==> config.mk <==
export PLATFORM = sky130hd
export DESIGN_NAME = panel_column_driver
export DESIGN_NICKNAME = d
export VERILOG_FILES = /design/src/rtl/panel_pkg.sv /design/src/rtl/word_fifo.sv /design/src/rtl/panel_column_driver.sv
export VERILOG_INCLUDE_DIRS = /design/src /design/src/rtl
export SDC_FILE = /design/constraint.sdc
export NUM_CORES = 2
export LEC_CHECK = 0
export BUFFER_PORTS_ARGS = -buffer_cell sky130_fd_sc_hd__buf_2
export CORE_MARGIN = 2
export CORE_UTILIZATION = 30
export CTS_CLUSTER_SIZE = 40
export DETAILED_ROUTE_END_ITERATION = 10
export GPL_ROUTABILITY_DRIVEN = 0
export GPL_TIMING_DRIVEN = 0
export HOLD_SLACK_MARGIN = 0.1
export SLEW_MARGIN = 20
export SYNTH_ARGS = -nofsm -noshare
export SYNTH_HDL_FRONTEND = slang
export SYNTH_SLANG_ARGS = --single-unit
export TNS_END_PERCENT = 100
==> constraint.sdc <==
create_clock -name aclk -period 3.8 [get_ports aclk]
set_clock_uncertainty 0.1 [all_clocks]
set_input_delay 0.76 -clock aclk [delete_from_list [all_inputs] [get_ports aclk]]
set_output_delay 0.76 -clock aclk [all_outputs]
set_load 0.01 [all_outputs]
==> src/rtl/panel_cfg.svh <==
// constants for the panel column driver
// What this block does
// - ninety-six shift stages feed a 96-bit latch driving 96 panel outputs
// - width select high: three 32-stage chains; low: six 16-stage chains
// - chains advance one stage only on shift clock rising edge, else hold
// - direction high: shift right, take A lanes, drive B lanes
// - direction low: shift left, take B lanes, drive A lanes
// - all chains shift together in the one selected direction
// - right shift moves top stages up and shows last stages on B lanes
// - left shift moves bottom stages down and shows first stages on A lanes
// - clear input low forces every shift stage low
// - latch captures all stages on strobe falling edge, else holds
// - not floating and low blank asserted: all panel outputs low
// - not floating, low blank off, high blank on: all outputs high
// - float high puts every panel output in high impedance
`ifndef PANEL_CFG_SVH
`define PANEL_CFG_SVH
`define STAGES 96
`define WORD_W 32
`define FIFO_DEPTH 16
`define ADDR_W 8
`define REG_CTRL 8'h00
`define REG_STATUS 8'h04
`define REG_DATA 8'h08
`define REG_COUNT 8'h0c
`define CTRL_CAPTURE 0
`define CTRL_RST 1'b0
`define STAT_OVERRUN 4
`define RESP_OKAY 2'b00
`define RESP_SLVERR 2'b10
`define WIDE_MASK 6'h07
`define NARROW_MASK 6'h3f
`endif

==> src/rtl/panel_pkg.sv <==
// types shared by the panel column driver
package panel_pkg;
  typedef struct packed {
    logic shift_clk;
    logic right;
    logic wide;
    logic latch_n;
    logic low_n;
    logic high_n;
    logic float_en;
    logic clear_n;
    logic [5:0] a;
    logic [5:0] b;
  } pin_t;

  typedef struct packed {
    logic [5:0] a_out;
    logic [5:0] a_oe;
    logic [5:0] b_out;
    logic [5:0] b_oe;
  } lane_t;

  typedef enum logic {
    cap_idle = 1'b0,
    cap_push = 1'b1
  } cap_state_t;
endpackage : panel_pkg

==> src/rtl/word_fifo.sv <==
// synchronous word fifo with valid and ready on both sides
`timescale 1ns/1ps
`default_nettype none
`include "panel_cfg.svh"

module word_fifo #(
  parameter int WIDTH = `WORD_W,
  parameter int DEPTH = `FIFO_DEPTH
) (
  // clock and reset
  input wire logic aclk,
  input wire logic aresetn,
  // fill side
  input wire logic in_valid,
  output logic in_ready,
  input wire logic [WIDTH-1:0] in_data,
  // drain side
  output logic out_valid,
  input wire logic out_ready,
  output logic [WIDTH-1:0] out_data,
  // level flags
  output logic full,
  output logic empty
);
  localparam int AW = $clog2(DEPTH);

  if (DEPTH < 2 || (1 << AW) != DEPTH) begin : g_bad_depth
    $error("fifo depth must be a power of two, at least two");
  end

  typedef struct packed {
    logic [DEPTH-1:0][WIDTH-1:0] mem;
    logic [AW-1:0] wr;
    logic [AW-1:0] rd;
    logic [AW:0] count;
  } fifo_state_t;

  fifo_state_t r;
  fifo_state_t n;
  logic push;
  logic pop;

  assign full = r.count == (AW + 1)'(DEPTH);
  assign empty = r.count == '0;
  assign in_ready = ~full;
  assign out_valid = ~empty;
  assign out_data = r.mem[r.rd];

  always_comb begin
    push = in_valid & in_ready;
    pop = out_valid & out_ready;
    n = r;
    if (push) begin
      n.mem[r.wr] = in_data;
      n.wr = r.wr + 1'b1;
    end
    if (pop) begin
      n.rd = r.rd + 1'b1;
    end
    n.count = r.count + (AW + 1)'(push) - (AW + 1)'(pop);
    if (!aresetn) begin
      n = '0;
    end
  end

  always_ff @(posedge aclk) begin
    r <= n;
  end
endmodule : word_fifo
`default_nettype wire

==> src/rtl/panel_column_driver.sv <==
// column shift chains, latch, panel outputs and AXI4-Lite slave
//
// The AXI4-Lite interface to the registers and the register offsets were chosen for this implementation.
`timescale 1ns/1ps
`default_nettype none
`include "panel_cfg.svh"

module panel_column_driver
  import panel_pkg::*;
#(
  parameter int N = `STAGES,
  parameter int FIFO_DEPTH = `FIFO_DEPTH
) (
  // clock and reset
  input wire logic aclk,
  input wire logic aresetn,
  // axi write address
  input wire logic [`ADDR_W-1:0] s_axi_awaddr,
  input wire logic s_axi_awvalid,
  output logic s_axi_awready,
  // axi write data
  input wire logic [31:0] s_axi_wdata,
  input wire logic [3:0] s_axi_wstrb,
  input wire logic s_axi_wvalid,
  output logic s_axi_wready,
  // axi write response
  output logic [1:0] s_axi_bresp,
  output logic s_axi_bvalid,
  input wire logic s_axi_bready,
  // axi read address
  input wire logic [`ADDR_W-1:0] s_axi_araddr,
  input wire logic s_axi_arvalid,
  output logic s_axi_arready,
  // axi read data
  output logic [31:0] s_axi_rdata,
  output logic [1:0] s_axi_rresp,
  output logic s_axi_rvalid,
  input wire logic s_axi_rready,
  // host control pins
  input wire logic shift_clk,
  input wire logic shift_right,
  input wire logic chain_width_select,
  input wire logic latch_strobe_n,
  input wire logic force_low_blank_n,
  input wire logic force_high_blank_n,
  input wire logic output_float,
  input wire logic chain_clear_n,
  // serial lanes, A side
  input wire logic [5:0] a_in,
  output logic [5:0] a_out,
  output logic [5:0] a_oe,
  // serial lanes, B side
  input wire logic [5:0] b_in,
  output logic [5:0] b_out,
  output logic [5:0] b_oe,
  // panel outputs
  output logic [N-1:0] panel_outputs,
  output logic [N-1:0] panel_oe
);
  localparam int WORDS = N / `WORD_W;
  localparam int IW = (WORDS > 1) ? $clog2(WORDS) : 1;

  if (N < 12 || N % 6 != 0 || N % `WORD_W != 0) begin : g_bad_n
    $error("stage count must be a multiple of 6 and of 32");
  end

  typedef struct packed {
    pin_t s1;
    pin_t s2;
    logic clk_d;
    logic latch_d;
    logic [N-1:0] chain;
    logic [N-1:0] latched;
    logic [N-1:0] pout;
    logic [N-1:0] poe;
    lane_t lane;
    logic [31:0] shifts;
    logic capture_en;
    logic overrun;
    cap_state_t cap;
    logic [IW-1:0] idx;
    logic [N-1:0] buf_q;
    logic aw_hold;
    logic [`ADDR_W-1:0] awaddr;
    logic w_hold;
    logic [31:0] wdata;
    logic [3:0] wstrb;
    logic bvalid;
    logic [1:0] bresp;
    logic rvalid;
    logic [31:0] rdata;
    logic [1:0] rresp;
  } state_t;

  state_t r;
  state_t n;
  pin_t pins_now;
  logic clk_rise;
  logic latch_fall;
  logic aw_fire;
  logic w_fire;
  logic ar_fire;
  logic ovr_set;
  logic ovr_clear;
  logic fifo_in_ready;
  logic fifo_out_valid;
  logic fifo_pop;
  logic fifo_full;
  logic fifo_empty;
  logic [31:0] fifo_data;

  // inactive levels for the synchronisers at reset, except float, which is held high
  function automatic pin_t pin_idle();
    pin_t p;
    p = '0;
    p.latch_n = 1'b1;
    p.low_n = 1'b1;
    p.high_n = 1'b1;
    p.float_en = 1'b1;
    p.clear_n = 1'b1;
    return p;
  endfunction : pin_idle

  function automatic logic [5:0] lane_mask(input logic wide);
    return wide ? `WIDE_MASK : `NARROW_MASK;
  endfunction : lane_mask

  // stage i is bit i-1; chains interleave with stride 3 or 6
  function automatic logic [N-1:0] shift_step(
    input logic [N-1:0] s,
    input logic right,
    input logic wide,
    input logic [5:0] a,
    input logic [5:0] b
  );
    logic [N-1:0] t;
    if (right) begin
      t = wide ? {s[N-4:0], a[2:0]} : {s[N-7:0], a};
    end else begin
      t = wide ? {b[2:0], s[N-1:3]} : {b, s[N-1:6]};
    end
    return t;
  endfunction : shift_step

  function automatic logic [5:0] serial_out(
    input logic [N-1:0] s,
    input logic right,
    input logic wide
  );
    logic [5:0] t;
    if (right) begin
      t = wide ? {3'h0, s[N-1:N-3]} : s[N-1:N-6];
    end else begin
      t = wide ? {3'h0, s[2:0]} : s[5:0];
    end
    return t;
  endfunction : serial_out

  assign pins_now = '{
    shift_clk: shift_clk,
    right: shift_right,
    wide: chain_width_select,
    latch_n: latch_strobe_n,
    low_n: force_low_blank_n,
    high_n: force_high_blank_n,
    float_en: output_float,
    clear_n: chain_clear_n,
    a: a_in,
    b: b_in
  };

  // edges seen only past the second synchroniser stage
  assign clk_rise = r.s2.shift_clk & ~r.clk_d;
  assign latch_fall = ~r.s2.latch_n & r.latch_d;

  assign s_axi_awready = ~r.aw_hold & ~r.bvalid;
  assign s_axi_wready = ~r.w_hold & ~r.bvalid;
  assign s_axi_arready = ~r.rvalid;
  assign aw_fire = s_axi_awvalid & s_axi_awready;
  assign w_fire = s_axi_wvalid & s_axi_wready;
  assign ar_fire = s_axi_arvalid & s_axi_arready;
  assign fifo_pop = ar_fire & (s_axi_araddr == `REG_DATA) & fifo_out_valid;

  assign s_axi_bvalid = r.bvalid;
  assign s_axi_bresp = r.bresp;
  assign s_axi_rvalid = r.rvalid;
  assign s_axi_rdata = r.rdata;
  assign s_axi_rresp = r.rresp;
  assign a_out = r.lane.a_out;
  assign a_oe = r.lane.a_oe;
  assign b_out = r.lane.b_out;
  assign b_oe = r.lane.b_oe;
  assign panel_outputs = r.pout;
  assign panel_oe = r.poe;

  word_fifo #(
    .WIDTH(`WORD_W),
    .DEPTH(FIFO_DEPTH)
  ) u_frame_fifo (
    .aclk(aclk),
    .aresetn(aresetn),
    .in_valid(r.cap == cap_push),
    .in_ready(fifo_in_ready),
    .in_data(r.buf_q[{r.idx, 5'h0} +: `WORD_W]),
    .out_valid(fifo_out_valid),
    .out_ready(fifo_pop),
    .out_data(fifo_data),
    .full(fifo_full),
    .empty(fifo_empty)
  );

  always_comb begin
    n = r;
    ovr_set = 1'b0;
    ovr_clear = 1'b0;
    n.s1 = pins_now;
    n.s2 = r.s1;
    n.clk_d = r.s2.shift_clk;
    n.latch_d = r.s2.latch_n;

    // shift chains
    if (!r.s2.clear_n) begin
      n.chain = '0;
      n.shifts = '0;
    end else if (clk_rise) begin
      // one direction for every chain
      n.chain = shift_step(r.chain, r.s2.right, r.s2.wide, r.s2.a, r.s2.b);
      n.shifts = r.shifts + 32'h1;
    end

    if (latch_fall) begin
      n.latched = r.chain;
    end

    // lane drivers follow direction and width
    n.lane = '0;
    if (r.s2.right) begin
      n.lane.b_oe = lane_mask(r.s2.wide);
      n.lane.b_out = serial_out(n.chain, 1'b1, r.s2.wide);
    end else begin
      n.lane.a_oe = lane_mask(r.s2.wide);
      n.lane.a_out = serial_out(n.chain, 1'b0, r.s2.wide);
    end

    // panel driver priority: float, low blank, high blank, data
    if (r.s2.float_en) begin
      n.poe = '0;
      n.pout = '0;
    end else if (!r.s2.low_n) begin
      n.poe = '1;
      n.pout = '0;
    end else if (!r.s2.high_n) begin
      n.poe = '1;
      n.pout = '1;
    end else begin
      n.poe = '1;
      n.pout = n.latched;
    end

    // frame capture into the fifo, stalled while it is full
    unique case (r.cap)
      cap_idle: begin
        if (latch_fall && r.capture_en) begin
          n.cap = cap_push;
          n.idx = '0;
          n.buf_q = r.chain;
        end
      end
      cap_push: begin
        if (latch_fall && r.capture_en) begin
          ovr_set = 1'b1;
        end
        if (fifo_in_ready) begin
          n.idx = r.idx + 1'b1;
          if (r.idx == IW'(WORDS - 1)) begin
            n.cap = cap_idle;
          end
        end
      end
    endcase

    // axi write path
    if (aw_fire) begin
      n.aw_hold = 1'b1;
      n.awaddr = s_axi_awaddr;
    end
    if (w_fire) begin
      n.w_hold = 1'b1;
      n.wdata = s_axi_wdata;
      n.wstrb = s_axi_wstrb;
    end
    if (r.bvalid && s_axi_bready) begin
      n.bvalid = 1'b0;
    end
    if (r.aw_hold && r.w_hold && !r.bvalid) begin
      n.aw_hold = 1'b0;
      n.w_hold = 1'b0;
      n.bvalid = 1'b1;
      n.bresp = `RESP_OKAY;
      case (r.awaddr)
        `REG_CTRL: begin
          if (r.wstrb[0]) begin
            n.capture_en = r.wdata[`CTRL_CAPTURE];
          end
        end
        `REG_STATUS: begin
          ovr_clear = r.wstrb[0] & r.wdata[`STAT_OVERRUN];
        end
        `REG_DATA, `REG_COUNT: begin
        end
        default: begin
          n.bresp = `RESP_SLVERR;
        end
      endcase
    end

    // set beats clear
    if (ovr_clear) begin
      n.overrun = 1'b0;
    end
    if (ovr_set) begin
      n.overrun = 1'b1;
    end

    // axi read path
    if (r.rvalid && s_axi_rready) begin
      n.rvalid = 1'b0;
    end
    if (ar_fire) begin
      n.rvalid = 1'b1;
      n.rresp = `RESP_OKAY;
      n.rdata = '0;
      case (s_axi_araddr)
        `REG_CTRL: begin
          n.rdata[`CTRL_CAPTURE] = r.capture_en;
        end
        `REG_STATUS: begin
          n.rdata[5:0] = {r.cap == cap_push, r.overrun, fifo_full, fifo_empty,
                          r.s2.wide, r.s2.right};
        end
        `REG_DATA: begin
          n.rdata = fifo_out_valid ? fifo_data : '0;
        end
        `REG_COUNT: begin
          n.rdata = r.shifts;
        end
        default: begin
          n.rresp = `RESP_SLVERR;
        end
      endcase
    end

    if (!aresetn) begin
      n = '0;
      n.s1 = pin_idle();
      n.s2 = pin_idle();
      n.latch_d = 1'b1;
      n.capture_en = `CTRL_RST;
    end
  end

  always_ff @(posedge aclk) begin
    r <= n;
  end
endmodule : panel_column_driver
`default_nettype wire

==> metrics.md <==
| Metric | Value |
|---|---|
| Ys flop type | dfxtp_1 |
| Global-route wire length before repair | around 220000 µm |
| Most common cell after layout, fill and taps aside | dfxtp_1 |
| Normalized max-slew margin | a little under a fifth |
| Root Buffer | clkbuf_16 |
| Clock Path Buffers | 3 |
| CTS tree | done |
| Layout cells sized above 1 | 24.0% |
| CP arrival | 4110 ps |
| Layout Cells excl Fill | a little under 7000 |
| Async SR Flop Fraction | 0% |
| Crit path kind | input port to register |
| Crit Path Max Fanout | 6 |
| Mapped cell area | approximately 44000 µm² |
| Yosys warns | 0 |
| # setup viols final | 0 |
| Synth cell types | 64 |
| Grt ovf | 0 |
| Seq/Total Area, Yosys | 47.6% |
| I/O pins | between 300 and 400 |
| Pleak | around 19 nW |
| Final Power | 23.3 mW |
| Port buffer count | just under 300 |
| H-Tree Depth | 3 |
| Post-route ant nets | 0 |
| Slew @ Worst Pin | 1210 ps |
| Cells after Synth | about 4500 |
| Max-cap violations | 0 |
| CTS Buf Count | ~100 |
| Fin crit share | a little over nine tenths |
| Initial DRC count | ~3500 |
| Worst-path clk slew | about 60 ps |
| Final Util | 35.3% |
| Post-CTS setup buffers | 0 |
| Worst Hold Class | input port to register |
| Final min period | about 3600 ps |
| Synth Area per Inst | just under 10 µm² |
| Hpwl dp | 111000 µm |
| Fin nets | ~5000 |
| Peak VDD IR | approximately 330 µV |
| DR WL/cell | ~21 µm |
| Initial antenna violation count | 4 |
| P&R area growth vs syn | 17.4% |
| Total wire length | between 100000 and 150000 µm |
| Drt pass-1 iters | 6 |
| Total track usage | 19.1% |
| Core area | about 150000 µm² |
| Via count | 35900 |
| RSZ-0062 raised after global routing | no |
| DRC | 0 |
| Largest net degree at the start of global routing | 97 |
| Clock sinks | about 1100 |
| Outcome | completed |
| P per Cell Area | approximately 450 nW/µm² |
| Number of synthesized register bits | 1054 |
| Site row count | roughly 140 |
| Final Hold Fails | 0 |
| Hold Slack | about 140 ps |
| Die ar. | 151000 µm² |
| Worst skew pair latency | roughly 740 ps |
| Critical Path RT | 4340 ps |
| Post-placement cell count | between 6000 and 7000 |
| Vias in the first global route | roughly 34000 |
| Most frequent cells in the layout | dfxtp_1, nor2_1, a211oi_1 |
| Cell area after layout | 52100 µm² |
| Count of pins over their slew limit | 0 |
| Die W | roughly 390 µm |
| Worst setup SP type | input port |
| Initial Util | a little under a third |
| Vias/cell | approximately 5.2 |
| Fmax | about 280 MHz |
| EDFF count, synth | 0 |
| Critical Path Sink Type | register |
| Placed Area | about 48000 µm² |
| Die Y | between 300 and 400 µm |
worst max-delay path: stages:
cell and delay, ps:
buf_2 110, nor4_4 530, and2_0 480, nand2_1 170
nor3b_1 450, ha_1 200, inv_1 40, ha_1 220
fa_1 430, a21oi_1 160, nor2_1 60, or3_1 340
a21oi_1 150
per-stage QoR:
stage,setup slack [ps],TNS (ps)
3_3_place_gp,-900,-57520
2_1_floorplan,491,0
6_report,229,0
3_5_place_dp,-885,-16470
4_1_cts,172,0
5_1_grt,148,0
Yosys cell counts, types with 14 or more instances:
| cell type | count | share of area, % |
|---|---|---|
| buf_4 | 256 | 4.3 |
| and2_1 | 39 | 0.55 |
| nand2_1 | 270 | 2.3 |
| mux4_2 | 218 | 11 |
| inv_1 | 16 | 0.14 |
| buf_2 | 135 | 1.5 |
| nand3_1 | 26 | 0.29 |
| nor2_1 | 889 | 7.5 |
| clkbuf_1 | 231 | 2.0 |
| a211oi_1 | 514 | 8.7 |
| mux2i_1 | 154 | 3.5 |
| nor2b_1 | 14 | 0.20 |
| nor3_1 | 93 | 1.0 |
| buf_1 | 29 | 0.25 |
| nand2b_1 | 16 | 0.23 |
| a31oi_1 | 36 | 0.51 |
| xor2_1 | 22 | 0.43 |
| mux2_2 | 53 | 1.3 |
| xnor2_1 | 16 | 0.32 |
| a21oi_1 | 248 | 2.8 |
| dfxtp_1 | 1054 | 48 |
| o21ai_0 | 46 | 0.52 |
state kept, by name (all words and copies together), names as in the netlist:
register / cells
s_axi_bresp: 1
s_axi_rdata: 32
b_oe: 2
s_axi_rvalid: 1
panel_outputs: 96
a_oe: 2
u_frame_fifo.r: 525
s_axi_rresp: 1
r: 380
panel_oe: 1
s_axi_bvalid: 1
b_out: 6
a_out: 6
cell type report:
type                            count  area (µm²)
Antenna cell                        2        5.00
Buffer                            661        3690
Clock buffer                      153        3070
Clock inverter                     41         568
Fill cell                       14900       95300
Inverter                           18        67.6
Multi-Input combinational cell   2779       19600
Sequential cell                  1054       21100
Tap cell                         1930        2410
Timing Repair Buffer              304        1590
power breakdown:
part	switching, mW	internal, mW	leakage [nW]
clock network	4.66	6.30	1.79
registers	0.162	11.2	8.52
logic	0.613	0.396	8.81
total	5.43	17.9	19.1
timing repair:
action | 4_1_cts | 5_1_grt
endpoints found under the hold margin | 4 | 0
hold buffers | 4 | 0
gates resized for setup | 1 | 1
gates cloned | 0 | 0
endpoints found under the setup margin | 1 | 1
cell families after synthesis:
| family | synth area share (%) |
|---|---|
| and+or+nand+nor | 13.4 |
| muxes | 15.9 |
| xor gates and xnor gates | 0.750 |
| AOI/OAI and AO/OA | 13.5 |
| adders and majority gates | 0.412 |
| DFF | 47.6 |
| other | 0.00845 |
| buffers and inverters | 8.46 |
path summary, 6_finish.rpt:
path	from	endpoint	slack, ps	depth (start not counted)
worst max-delay path	s_axi_araddr[1]	u_frame_fifo.r[4]	230	13
worst min-delay path	s_axi_rready	s_axi_rvalid	140	2
worst max register to register	s_axi_rvalid	u_frame_fifo.r[4]	340	12
worst min register to register	r[640]	panel_oe[94]	290	1
per-layer routing:
metal	routed length [µm]	part of all wire, %	track usage [%]	up-vias
met5	33	0.022	0	-
met4	4570	3.1	6.07	4
met3	12300	8.3	3.81	272
met2	67500	45	30.3	1526
met1	64300	43	26.0	17500
li1	-	-	-	16500
Power figures use the tool's default switching activity.
